## config.mk

```make
export PLATFORM = sky130hd
export DESIGN_NAME = fsp_serial_port
export DESIGN_NICKNAME = d
export VERILOG_FILES = /design/src/rtl/fsp_pkg.sv /design/src/rtl/fsp_fifo_if.sv /design/src/rtl/fsp_fifo_mem.sv /design/src/rtl/fsp_serial_port.sv
export VERILOG_INCLUDE_DIRS = /design/src /design/src/rtl
export SDC_FILE = /design/constraint.sdc
export NUM_CORES = 1
export LEC_CHECK = 0
export BUFFER_PORTS_ARGS = -buffer_cell sky130_fd_sc_hd__buf_2
export CAP_MARGIN = 20
export CORE_MARGIN = 4
export CORE_UTILIZATION = 45
export CTS_CLUSTER_DIAMETER = 80
export DETAILED_ROUTE_END_ITERATION = 10
export SLEW_MARGIN = 5
export SYNTH_ARGS = -nofsm -noshare
export SYNTH_HDL_FRONTEND = slang
export SYNTH_HIERARCHICAL = 1
export SYNTH_SLANG_ARGS = --single-unit
```

## constraint.sdc

```tcl
create_clock -name clock -period 4 [get_ports clock]
set_clock_uncertainty 0.2 [all_clocks]
set_input_delay 0.4 -clock clock [delete_from_list [all_inputs] [get_ports clock]]
set_output_delay 0.4 -clock clock [all_outputs]
set_load 0.03 [all_outputs]
```

## src/rtl/fsp_params.svh

```systemverilog
`ifndef FSP_PARAMS_SVH
`define FSP_PARAMS_SVH
// Register offsets
`define FSP_ADDR_CTRL 16'hc070
`define FSP_ADDR_BAUD 16'hc072
`define FSP_ADDR_GAP 16'hc074
`define FSP_ADDR_TXDATA 16'hc076
`define FSP_ADDR_RXDATA 16'hc078
`define FSP_ADDR_STATUS 16'hc07a
`define FSP_ADDR_MASK 16'hc07c
`define FSP_ADDR_BLKADDR 16'hc07e
// Control fields
`define FSP_CTRL_BLK_RX 0
`define FSP_CTRL_BLK_TX 1
`define FSP_CTRL_HS 2
// Event bits of status and mask
`define FSP_EV_RX 0
`define FSP_EV_TX 1
`define FSP_EV_OVR 2
`define FSP_EV_FRM 3
// Live status bits
`define FSP_STAT_READY 8
`define FSP_STAT_BUSY 9
// Reset values and the block gap bias
`define FSP_BAUD_RST 16'h0017
`define FSP_GAP_RST 16'h000b
`define FSP_GAP_BIAS 16'h0009
// Timing
`define FSP_CLK_PS 10000
`define FSP_CTS_SETUP_PS 31250
`define FSP_CTS_SETUP_CYC ((`FSP_CTS_SETUP_PS + `FSP_CLK_PS - 1) / `FSP_CLK_PS)
`endif

```

## src/rtl/fsp_pkg.sv

```systemverilog
`default_nettype none
package fsp_pkg;
	typedef enum logic [2:0] {TX_IDLE, TX_RTS, TX_START, TX_DATA, TX_STOP} fsp_tx_t;
	typedef enum logic [1:0] {RX_IDLE, RX_START, RX_DATA, RX_STOP} fsp_rx_t;
endpackage
`default_nettype wire

```

## src/rtl/fsp_fifo_if.sv

```systemverilog
`timescale 1ns/10ps
`default_nettype none
interface fsp_fifo_if #(parameter int AW = 3, parameter int DW = 8);
	logic we;
	logic [AW-1:0] waddr;
	logic [AW-1:0] raddr;
	logic [DW-1:0] wdata;
	logic [DW-1:0] rdata;
	modport ctrl(output we, output waddr, output wdata, output raddr, input rdata);
	modport mem(input we, input waddr, input wdata, input raddr, output rdata);
endinterface
`default_nettype wire

```

## src/rtl/fsp_fifo_mem.sv

```systemverilog
`timescale 1ns/10ps
`default_nettype none
module fsp_fifo_mem #(parameter int AW = 3, parameter int DW = 8) (
	// Clock and reset
	input wire logic clock,
	input wire logic rstn,
	// Storage port
	fsp_fifo_if.mem port
);
	logic [DW-1:0] store [0:(1<<AW)-1];

	always_ff @(posedge clock) begin
		if (port.we) begin
			store[port.waddr] <= port.wdata;
		end
	end

	// Registered read keeps the bus read path short
	always_ff @(posedge clock or negedge rstn) begin
		if (!rstn) begin
			port.rdata <= '0;
		end else begin
			port.rdata <= store[port.raddr];
		end
	end
endmodule
`default_nettype wire

```

## src/rtl/fsp_serial_port.sv

```systemverilog
// Summary of operation
// - Bytes go out and come in LSB first; high line means one.
// - One bit time is the programmed baud divisor period; all framing uses it.
// - Block transmit frames match byte frames except for the stop length.
// - Block transmit stop lasts gap register minus nine bit times, or one bit time when gap is below ten.
// - Receive line is synchronised before any sampling.
// - Mid-bit sampling tolerates five percent rate error at divisor 23 or more.
// - Byte mode receive fills a FIFO; ready while it is not empty.
// - Block mode receive writes each byte straight to memory.
// - With handshake, start bit waits while clear-to-send is low.
// - Request-to-send drops during the third data bit.
//
// The strobed register port was decided locally.
`timescale 1ns/10ps
`default_nettype none
`include "fsp_params.svh"
module fsp_serial_port #(parameter int FIFO_AW = 3) (
	// Clock and reset
	input wire logic clock,
	input wire logic rstn,
	// Register port
	input wire logic [15:0] reg_addr,
	input wire logic [15:0] reg_wdata,
	input wire logic reg_write,
	input wire logic reg_read,
	output logic [15:0] reg_rdata,
	// Serial link
	input wire logic serial_receive_line,
	output logic serial_transmit_line,
	input wire logic clear_to_send_input,
	output logic request_to_send_output,
	// Block mode memory writes
	output logic mem_write,
	output logic [15:0] mem_addr,
	output logic [7:0] mem_wdata,
	// Status
	output logic receive_ready_flag,
	output logic irq
);
	import fsp_pkg::*;

	function automatic logic fsp_hit(input logic [15:0] a, input logic [15:0] off);
		return a == off;
	endfunction

	logic [2:0] ctrl, next_ctrl;
	logic [15:0] baud, next_baud, gap, next_gap, blk_addr, next_blk_addr;
	logic [3:0] status, next_status, mask, next_mask;
	logic [15:0] rd_q, next_rd_q;
	logic rd_rx, next_rd_rx;
	logic next_mem_write;
	logic [15:0] next_mem_addr;
	logic [7:0] next_mem_wdata;
	logic [FIFO_AW:0] wr_ptr, next_wr_ptr, rd_ptr, next_rd_ptr;
	logic fifo_empty, fifo_full, push, pop, load, blk_rx;
	fsp_tx_t tx_state, next_tx_state;
	logic [15:0] tx_cnt, next_tx_cnt, stop_left, next_stop_left;
	logic [7:0] tx_shift, next_tx_shift, tx_hold, next_tx_hold;
	logic [2:0] tx_idx, next_tx_idx;
	logic [3:0] rts_cnt, next_rts_cnt;
	logic rts, next_rts, txd, next_txd, tx_done;
	logic rx_s1, rx_s2;
	fsp_rx_t rx_state, next_rx_state;
	logic [15:0] rx_cnt, next_rx_cnt;
	logic [7:0] rx_shift, next_rx_shift;
	logic [2:0] rx_idx, next_rx_idx;
	logic rx_done, rx_ferr;

	fsp_fifo_if #(.AW(FIFO_AW), .DW(8)) fifo();

	fsp_fifo_mem #(.AW(FIFO_AW), .DW(8)) u_mem (
		.clock(clock),
		.rstn(rstn),
		.port(fifo.mem)
	);

	assign blk_rx = ctrl[`FSP_CTRL_BLK_RX];
	assign fifo_empty = wr_ptr == rd_ptr;
	assign fifo_full = (wr_ptr[FIFO_AW] != rd_ptr[FIFO_AW]) &&
		(wr_ptr[FIFO_AW-1:0] == rd_ptr[FIFO_AW-1:0]);
	assign push = rx_done && !blk_rx && !fifo_full;
	assign pop = reg_read && fsp_hit(reg_addr, `FSP_ADDR_RXDATA) && !fifo_empty;
	assign load = reg_write && fsp_hit(reg_addr, `FSP_ADDR_TXDATA) && tx_state == TX_IDLE;
	assign fifo.we = push;
	assign fifo.waddr = wr_ptr[FIFO_AW-1:0];
	assign fifo.wdata = rx_shift;
	assign fifo.raddr = rd_ptr[FIFO_AW-1:0];
	assign receive_ready_flag = !fifo_empty;
	assign reg_rdata = rd_rx ? {8'h00, fifo.rdata} : rd_q;
	assign irq = |(status & mask);
	assign serial_transmit_line = txd;
	assign request_to_send_output = rts;

	// Register file, memory writes and FIFO pointers
	always_comb begin
		next_ctrl = ctrl;
		next_baud = baud;
		next_gap = gap;
		next_mask = mask;
		next_blk_addr = blk_addr;
		next_status = status;
		next_rd_q = 16'h0000;
		next_rd_rx = 1'b0;
		next_mem_write = 1'b0;
		next_mem_addr = mem_addr;
		next_mem_wdata = mem_wdata;
		next_wr_ptr = wr_ptr + {{FIFO_AW{1'b0}}, push};
		next_rd_ptr = rd_ptr + {{FIFO_AW{1'b0}}, pop};
		if (reg_write) begin
			if (fsp_hit(reg_addr, `FSP_ADDR_CTRL)) next_ctrl = reg_wdata[2:0];
			if (fsp_hit(reg_addr, `FSP_ADDR_BAUD)) next_baud = reg_wdata;
			if (fsp_hit(reg_addr, `FSP_ADDR_GAP)) next_gap = reg_wdata;
			if (fsp_hit(reg_addr, `FSP_ADDR_MASK)) next_mask = reg_wdata[3:0];
			if (fsp_hit(reg_addr, `FSP_ADDR_BLKADDR)) next_blk_addr = reg_wdata;
			if (fsp_hit(reg_addr, `FSP_ADDR_STATUS)) next_status = status & ~reg_wdata[3:0];
		end
		if (rx_done && blk_rx) begin
			next_mem_write = 1'b1;
			next_mem_addr = blk_addr;
			next_mem_wdata = rx_shift;
			next_blk_addr = blk_addr + 16'h0001;
		end
		// Set after clear so a same-cycle event survives the write
		next_status[`FSP_EV_RX] = next_status[`FSP_EV_RX] | rx_done;
		next_status[`FSP_EV_TX] = next_status[`FSP_EV_TX] | tx_done;
		next_status[`FSP_EV_OVR] = next_status[`FSP_EV_OVR] | (rx_done && !blk_rx && fifo_full);
		next_status[`FSP_EV_FRM] = next_status[`FSP_EV_FRM] | rx_ferr;
		if (reg_read) begin
			if (fsp_hit(reg_addr, `FSP_ADDR_CTRL)) next_rd_q = {13'h0000, ctrl};
			if (fsp_hit(reg_addr, `FSP_ADDR_BAUD)) next_rd_q = baud;
			if (fsp_hit(reg_addr, `FSP_ADDR_GAP)) next_rd_q = gap;
			if (fsp_hit(reg_addr, `FSP_ADDR_MASK)) next_rd_q = {12'h000, mask};
			if (fsp_hit(reg_addr, `FSP_ADDR_BLKADDR)) next_rd_q = blk_addr;
			if (fsp_hit(reg_addr, `FSP_ADDR_RXDATA)) next_rd_rx = !fifo_empty;
			if (fsp_hit(reg_addr, `FSP_ADDR_STATUS)) begin
				next_rd_q = {12'h000, status};
				next_rd_q[`FSP_STAT_READY] = !fifo_empty;
				next_rd_q[`FSP_STAT_BUSY] = tx_state != TX_IDLE;
			end
		end
	end

	always_ff @(posedge clock or negedge rstn) begin
		if (!rstn) begin
			ctrl <= 3'h0;
			baud <= `FSP_BAUD_RST;
			gap <= `FSP_GAP_RST;
			mask <= 4'h0;
			blk_addr <= 16'h0000;
			status <= 4'h0;
			rd_q <= 16'h0000;
			rd_rx <= 1'b0;
			mem_write <= 1'b0;
			mem_addr <= 16'h0000;
			mem_wdata <= 8'h00;
			wr_ptr <= '0;
			rd_ptr <= '0;
		end else begin
			ctrl <= next_ctrl;
			baud <= next_baud;
			gap <= next_gap;
			mask <= next_mask;
			blk_addr <= next_blk_addr;
			status <= next_status;
			rd_q <= next_rd_q;
			rd_rx <= next_rd_rx;
			mem_write <= next_mem_write;
			mem_addr <= next_mem_addr;
			mem_wdata <= next_mem_wdata;
			wr_ptr <= next_wr_ptr;
			rd_ptr <= next_rd_ptr;
		end
	end

	// Transmitter; a bit lasts baud+1 clocks
	always_comb begin
		next_tx_state = tx_state;
		next_tx_cnt = tx_cnt;
		next_tx_shift = tx_shift;
		next_tx_hold = tx_hold;
		next_tx_idx = tx_idx;
		next_stop_left = stop_left;
		next_rts_cnt = rts_cnt;
		next_rts = rts;
		tx_done = 1'b0;
		case (tx_state)
			TX_IDLE: begin
				if (load) begin
					next_tx_shift = reg_wdata[7:0];
					next_tx_hold = reg_wdata[7:0];
					next_tx_cnt = baud;
					if (ctrl[`FSP_CTRL_HS]) begin
						next_tx_state = TX_RTS;
						next_rts = 1'b1;
						next_rts_cnt = 4'h0;
					end else begin
						next_tx_state = TX_START;
					end
				end
			end
			TX_RTS: begin
				// Clear-to-send is only trusted once the partner's setup time has passed
				if (rts_cnt < 4'(`FSP_CTS_SETUP_CYC)) begin
					next_rts_cnt = rts_cnt + 4'h1;
				end else if (clear_to_send_input) begin
					next_tx_state = TX_START;
				end
			end
			TX_START: begin
				if (tx_cnt == 16'h0000) begin
					next_tx_state = TX_DATA;
					next_tx_idx = 3'h0;
					next_tx_cnt = baud;
				end else begin
					next_tx_cnt = tx_cnt - 16'h0001;
				end
			end
			TX_DATA: begin
				if (tx_cnt == 16'h0000) begin
					next_tx_cnt = baud;
					next_tx_shift = {1'b0, tx_shift[7:1]};
					next_tx_idx = tx_idx + 3'h1;
					if (tx_idx == 3'h1) next_rts = 1'b0;
					if (tx_idx == 3'h7) begin
						next_tx_state = TX_STOP;
						next_stop_left = 16'h0001;
						if (ctrl[`FSP_CTRL_BLK_TX] && gap > (`FSP_GAP_BIAS + 16'h0001)) begin
							next_stop_left = gap - `FSP_GAP_BIAS;
						end
					end
				end else begin
					next_tx_cnt = tx_cnt - 16'h0001;
				end
			end
			TX_STOP: begin
				if (tx_cnt != 16'h0000) begin
					next_tx_cnt = tx_cnt - 16'h0001;
				end else if (stop_left <= 16'h0001) begin
					next_tx_state = TX_IDLE;
					tx_done = 1'b1;
				end else begin
					next_stop_left = stop_left - 16'h0001;
					next_tx_cnt = baud;
				end
			end
			default: next_tx_state = TX_IDLE;
		endcase
		next_txd = 1'b1;
		if (next_tx_state == TX_START) next_txd = 1'b0;
		if (next_tx_state == TX_DATA) next_txd = next_tx_shift[0];
	end

	always_ff @(posedge clock or negedge rstn) begin
		if (!rstn) begin
			tx_state <= TX_IDLE;
			tx_cnt <= 16'h0000;
			tx_shift <= 8'h00;
			tx_hold <= 8'h00;
			tx_idx <= 3'h0;
			stop_left <= 16'h0000;
			rts_cnt <= 4'h0;
			rts <= 1'b0;
			txd <= 1'b1;
		end else begin
			tx_state <= next_tx_state;
			tx_cnt <= next_tx_cnt;
			tx_shift <= next_tx_shift;
			tx_hold <= next_tx_hold;
			tx_idx <= next_tx_idx;
			stop_left <= next_stop_left;
			rts_cnt <= next_rts_cnt;
			rts <= next_rts;
			txd <= next_txd;
		end
	end

	// Receiver: sampling at mid-bit from the start edge leaves half a bit of
	// margin over ten bits, which covers a five percent rate error
	always_comb begin
		next_rx_state = rx_state;
		next_rx_cnt = rx_cnt;
		next_rx_shift = rx_shift;
		next_rx_idx = rx_idx;
		rx_done = 1'b0;
		rx_ferr = 1'b0;
		case (rx_state)
			RX_IDLE: begin
				if (!rx_s2) begin
					next_rx_state = RX_START;
					next_rx_cnt = {1'b0, baud[15:1]};
				end
			end
			RX_START: begin
				if (rx_cnt != 16'h0000) begin
					next_rx_cnt = rx_cnt - 16'h0001;
				end else if (!rx_s2) begin
					next_rx_state = RX_DATA;
					next_rx_idx = 3'h0;
					next_rx_cnt = baud;
				end else begin
					next_rx_state = RX_IDLE;
				end
			end
			RX_DATA: begin
				if (rx_cnt != 16'h0000) begin
					next_rx_cnt = rx_cnt - 16'h0001;
				end else begin
					next_rx_shift = {rx_s2, rx_shift[7:1]};
					next_rx_idx = rx_idx + 3'h1;
					next_rx_cnt = baud;
					if (rx_idx == 3'h7) next_rx_state = RX_STOP;
				end
			end
			RX_STOP: begin
				if (rx_cnt != 16'h0000) begin
					next_rx_cnt = rx_cnt - 16'h0001;
				end else begin
					next_rx_state = RX_IDLE;
					rx_done = rx_s2;
					rx_ferr = !rx_s2;
				end
			end
			default: next_rx_state = RX_IDLE;
		endcase
	end

	always_ff @(posedge clock or negedge rstn) begin
		if (!rstn) begin
			rx_s1 <= 1'b1;
			rx_s2 <= 1'b1;
			rx_state <= RX_IDLE;
			rx_cnt <= 16'h0000;
			rx_shift <= 8'h00;
			rx_idx <= 3'h0;
		end else begin
			rx_s1 <= serial_receive_line;
			rx_s2 <= rx_s1;
			rx_state <= next_rx_state;
			rx_cnt <= next_rx_cnt;
			rx_shift <= next_rx_shift;
			rx_idx <= next_rx_idx;
		end
	end
endmodule
`default_nettype wire

```

# After elaboration in Yosys (flattened, before gate mapping)
# Memories as Yosys holds them, arrays and structs flattened. A register that Yosys moved wholly into a read port is not among the register bits.
# Index checks and enable logic that the tools add are counted.
[word_totals] regBits=192 mem_bits_rw=64 output_inout_bits=45 elab_cells=217 memories=1
[memory_table] name="u_mem.store" depth=8 width=8 rd=1 rd_ports_with_merged_regs=1 write_ports=1 line="fsp_fifo_mem.sv:10" source="logic [DW-1:0] store [0:(1<<AW)-1];"
[classes] add_sub_neg=10 n_lt_le_gt_ge=3 n_eq_ne=41 mux=80 bitwise=8 n_reduce_logical=46
[ops] operator="16-bit 2-to-1 mux" n=24
[ops] operator="16-bit equality test, second input constant" n=8
[ops] operator="16-bit one-hot mux with 4 select lines" n=1
[ops] operator="16-bit one-hot mux with 3 select lines" n=1
[ops] operator="16-bit by 1-bit subtractor with 16-bit output, second input constant" n=3
[ops] operator="3-bit 2-to-1 mux" n=14
[ops] operator="2-bit != test, second input constant" n=16
[ops] operator="16-bit one-hot mux with 2 select lines" n=1
[ops] operator="16-bit nonzero test" n=2
[ops] operator="4-bit 2-to-1 mux" n=5
[ops] operator="1-bit 2-to-1 mux" n=18
[ops] operator="16-bit by 1-bit adder with 16-bit output, second input constant" n=1
[ops] operator="16-bit by 4-bit greater-than comparator with 1-bit output, second input constant" n=1
[ops] operator="16-bit by 1-bit <= comparator with 1-bit output, second input constant" n=1
[ops] operator="16-bit zero test" n=1
[ops] operator="8-bit 2-to-1 mux" n=2
[ops] operator="8-bit one-hot mux with 2 select lines" n=1
[ops] operator="16-bit by 4-bit subtractor with 16-bit output, second input constant" n=1
[ops] operator="3-bit one-hot mux with 5 select lines" n=1
[ops] operator="5-bit AND reduction" n=3
[ops] operator="2-bit 2-to-1 mux" n=7
[ops] operator="2-bit nonzero test" n=7
[ops] operator="3-bit by 2-bit equality test with 1-bit output, second input constant" n=4
[ops] operator="3-bit one-hot mux with 2 select lines" n=2
[ops] operator="other kinds (29)" n=63

# Depth between registers and ports, before layout
[logic_depth] depth_word=8 ltp_mapped=10

# Modules after synthesis
# The synthesis kept the hierarchy.
[modules_own_cells] mod="fsp_serial_port" n_inst=1 cells_each=1054 area_per_inst_um2=10442.5
[modules_own_cells] mod="fsp_fifo_mem" n_inst=1 cells_each=114 area_per_inst_um2=2731.4

# Worst setup path after synthesis
# Ideal clock, no wire load.
[synth_timing] path_kind="register -> register" start="register rx_cnt[0]" end="memory u_mem.store[0][0], enable pin" setup_time_ps=383 arrival_time_ps=2588 required_ps=3417 slack_ps=828 path_stages_with_launch=9 path_buffers=0 synth_period_minus_slack_ps=3172 path_cell_list="dfrtp_1 > inv_1 > ha_1 > or4b_4 > nor3_4 > nand4_1 > nor3_1 > nand2b_1 > nor3_1"
[synth_between] elab_chain_cells=7
[synth_lines] item="from (decl)" line="fsp_serial_port.sv:64" source="logic [15:0] rx_cnt, next_rx_cnt;"
[synth_lines] item="from (signal assigned)" line="fsp_serial_port.sv:339" source="rx_cnt <= next_rx_cnt;"
[synth_lines] item="16-bit nonzero test" line="fsp_serial_port.sv:315" source="if (rx_cnt != 16'h0000) begin"
[synth_lines] item="1-bit 2-to-1 mux" line="fsp_serial_port.sv:315"
[synth_lines] item="1-bit 2-to-1 mux" line="fsp_serial_port.sv:286" source="case (rx_state)"
[synth_lines] item="1-bit logical AND (2 in a row)" line="fsp_serial_port.sv:81" source="assign push = rx_done && !blk_rx && !fifo_full;"
[synth_lines] item="named net fifo.we" line="fsp_fifo_if.sv:4" source="logic we;"
[synth_lines] item="1-bit 2-to-1 mux" line="fsp_fifo_mem.sv:13" source="if (port.we) begin"
[synth_lines] item="1-bit 2-to-1 mux (implied by the code)" line="fsp_fifo_mem.sv:14" source="store[port.waddr] <= port.wdata;"
[synth_lines] item="to (decl)" line="fsp_fifo_mem.sv:10"
# The timed path passes the listed nets, and every way through them passes these cells.

# Worst setup path in the final report
[layout_timing] start="register rx_cnt[0]" end="memory u_mem.store[1][6], enable pin"
# The elaborated chain is that of the path after synthesis.

==> results.sh <==
export IMPL_cap_violations=0
export IMPL_fin_setup_tns_ns=0
export IMPL_crit_arrival_ns=3.52
export IMPL_async_flop_share=0.7576
export IMPL_drtIter0Drc=1072
export IMPL_drc=0
export IMPL_setup_viol_count_final=0
export IMPL_worst_pin_slew_ns=1.006
export IMPL_cts_sinks=264
export IMPL_cellLeakagePower_nw=6.739
export IMPL_dr_pass1_iters=6
export IMPL_cp_required_ns=3.98
export IMPL_start_util=0.4577
export IMPL_via_per_inst=5.904
export IMPL_setup_worst_path_start_class="flip-flop"
export IMPL_utilization=0.5318
export IMPL_ff_latch_area_mm2=0.006939
export IMPL_place_ws_ns=0.5073
export IMPL_min_path_cells=2
export IMPL_syn_nets=1228
export IMPL_worstPathMaxFanout=8
export IMPL_hp_class="primary input to flip-flop"
export IMPL_ios=83
export IMPL_clockRootBuffer="clkbuf_16"
export IMPL_areaGrowthSynthToFinish_pct=16.18
export IMPL_setup_slack_ns=0.4588
export IMPL_synth_ff_latch_count=264
export IMPL_synth_top_cell_area_share=0.3609
export IMPL_gp_congestion=0.8961
export IMPL_die_x_um=179.1
export IMPL_synth_seq_area_share=0.5267
export IMPL_core_area_mm2=0.02878
export IMPL_grt_max_degree=98
export IMPL_grt_overflow_total=0
export IMPL_peakVddDrop_v=0.0003746
export IMPL_final_min_clock_period_ns=3.541
export IMPL_final_antenna_net_count=0
export IMPL_synth_edf_count=64
export IMPL_clkLatencyLatePin_ns=0.55
export IMPL_fmax_ghz=0.2824
export IMPL_syn_area_per_cell_um2=11.28
export IMPL_first_global_vias=9569
export IMPL_power_density_mw_per_mm2=512.5
export IMPL_port_buffers=82
export IMPL_n_antenna_cell=0
export IMPL_end_kind="flip-flop"
export IMPL_numCtsBuffers=30
export IMPL_fp_dieH_um=179.1
export IMPL_path_class="flip-flop to flip-flop"
export IMPL_track_usage=0.2233
export IMPL_rsz0062_at_grt="false"
export IMPL_synth_cells=1168
export IMPL_fin_nets=1332
export IMPL_whs_ns=0.03608
export IMPL_ctsLongestPathBuffers=3
export IMPL_vias=9918
export IMPL_place_hpwl_um=25620
export IMPL_slew_violations=0
export IMPL_cts_htree_levels=1
export IMPL_antenna_found_initial=0
export IMPL_power_mw=7.844
export IMPL_slew_headroom=0.3234
export IMPL_yosys_area_top_type="dfrtp_1"
export IMPL_fin_crit_sh=0.8853
export IMPL_synthTopCellsByArea="dfrtp_1 (36%), edfxtp_1 (15%), mux2_2 (6.0%)"
export IMPL_multiInputGateArea_mm2=0.005858
export IMPL_final_hold_violation_count=0
export IMPL_cts_resized=0
export IMPL_cts_tree="yes"
export IMPL_routed_wl_um=35900
export IMPL_grt_pass1_wl_um=56170
export IMPL_yosys_warnings=6
export IMPL_synth_main_ff_cell="dfrtp_1"
export IMPL_syn_cell_area_mm2=0.01317
export IMPL_nFillCells=2516
export IMPL_ff2ff_path_depth=9
export IMPL_layout_drive_gt1_share=0.2176
export IMPL_die_area_mm2=0.03208
export IMPL_post_cts_buffers=0
export IMPL_rows=62
export IMPL_wl_per_cell_um=21.37
export IMPL_path_clk_slew_ns=0.06
export IMPL_status="finished clean"
export IMPL_ys_types=89
final timing paths:
check | slack [ns] | startpoint | endpoint
worst max-delay path | 0.46 | rx_cnt[0] | u_mem/store[1][6]
worst min-delay path | 0.04 | reg_wdata[5] | gap[5]
worst max register to register | 0.46 | rx_cnt[0] | u_mem/store[1][6]
worst min register to register | 0.16 | rx_s1 | rx_s2
max in group asynchronous | 2.37 | rstn | gap[0]
min in group asynchronous | 0.27 | rstn | u_mem/port.rdata[0]
report_power, final:
| group | total [mW] | leakage, nW | internal (mW) | switching [mW] |
|---|---|---|---|---|
| Sequential | 3.22 | 3.26 | 2.95 | 0.271 |
| Combinational | 1.56 | 2.94 | 0.587 | 0.971 |
| Clock | 3.06 | 0.541 | 1.94 | 1.12 |
| Total | 7.84 | 6.74 | 5.48 | 2.36 |
Yosys cell counts, types with 11 or more instances:
master and count:
nand2_1 91, mux4_1 15, ha_1 22, edfxtp_1 64, nor2b_1 14, dfrtp_1 190, nor3_1 30, nand2b_1 16
a21oi_1 78, o21ai_1 41, inv_1 28, a22oi_1 18, a22o_1 11, nand3_1 28, nor2_1 95, mux2_2 70
mux2_1 16, o21ai_0 63, xnor2_1 13, clkbuf_1 29, xor2_1 14, buf_2 19, nand4_1 12
cells in the final DEF, fill, tap and decap left out, types with 5 or more instances in the layout:
cell type | Yosys | final
a21oi_1 | 78 | 78
a22o_1 | 11 | 11
dlygate4sd3_1 | 0 | 16
a222oi_1 | 10 | 10
xnor2_1 | 13 | 13
edfxtp_1 | 64 | 64
a32oi_1 | 6 | 6
mux2i_1 | 5 | 5
buf_4 | 1 | 30
buf_2 | 19 | 81
o22ai_1 | 8 | 8
o211ai_1 | 6 | 6
bufinv_16 | 0 | 8
o21ai_0 | 63 | 63
or4_1 | 9 | 9
o21ai_1 | 41 | 40
mux2_1 | 16 | 16
mux2_2 | 70 | 70
nor3_1 | 30 | 29
nor2b_1 | 14 | 14
nand4_1 | 12 | 12
a22oi_1 | 18 | 18
mux4_1 | 15 | 15
nor4_2 | 7 | 7
nand2b_1 | 16 | 16
ha_1 | 22 | 22
a211oi_1 | 7 | 7
xor2_1 | 14 | 14
inv_1 | 28 | 28
dfrtp_1 | 190 | 190
dfstp_2 | 10 | 10
nand2_1 | 91 | 91
nand3_1 | 28 | 28
nor2_1 | 95 | 95
clkbuf_16 | 0 | 30
nor4_1 | 10 | 10
timing repair:
action,4_1_cts,5_1_grt
endpoints found under the setup margin,0,0
hold buffers,16,0
hold endpoints to repair,124,0
stage by stage:
step                cells  area (um2)
detailed placement   1607       14020
global placement     1607       14020
CTS                  1679       15300
global route         1680       15310
finish               1680       15310
floorplan            1168       13170
cell families after synthesis:
kind of cell | synth area share
AOI/OAI and AO/OA | 0.1417
xor gates and xnor gates | 0.01795
adders and majority gates | 0.02089
buffers and inverters | 0.02954
DFF | 0.5267
muxes | 0.1089
and+or+nand+nor | 0.1542
final cells by class:
| cell class | instances | share of cell area |
|---|---|---|
| tap | 384 | 0.03139 |
| timing repair buffer | 128 | 0.05256 |
| sequential | 264 | 0.4534 |
| multi-input combinational | 820 | 0.3827 |
| inverter | 28 | 0.006867 |
| clock buffer | 37 | 0.05273 |
| clock inverter | 19 | 0.02035 |
registers in the layout, summed over array words and instances, names as in the netlist, 4 cells and up, named ones only:
| register | cells |
|---|---|
| status | 4 |
| mem_addr | 16 |
| mask | 4 |
| u_mem/port.rdata | 8 |
| rd_ptr | 4 |
| tx_shift | 8 |
| rts_cnt | 4 |
| u_mem/store | 64 |
| mem_wdata | 8 |
| fifo.wdata | 8 |
| wr_ptr | 4 |
| rx_cnt | 16 |
| blk_addr | 16 |
| rd_q | 16 |
| tx_cnt | 16 |
| gap | 16 |
| baud | 16 |
| stop_left | 16 |
critical path: stages, from the launching register on:
cell and delay, ns:
dfrtp_1 0.44, inv_1 0.10, ha_1 0.22, or4b_4 0.54, nor3_4 0.32, nand4_1 0.28, nor3_1 0.21, buf_4 0.15
nand2b_1 0.12, nor2_1 0.59
per-layer routing:
layer / wire (um) / vias to the layer above / track usage / share of wire
met1: 16980 / 4941 / 0.3425 / 0.47
met4: 781 / 0 / 0.05236 / 0.022
met5: 0 / - / 0 / 0
li1: - / 4591 / - / -
met2: 16150 / 334 / 0.3435 / 0.45
met3: 1986 / 52 / 0.02299 / 0.055
No activity file was read; power rests on OpenSTA's default activity.
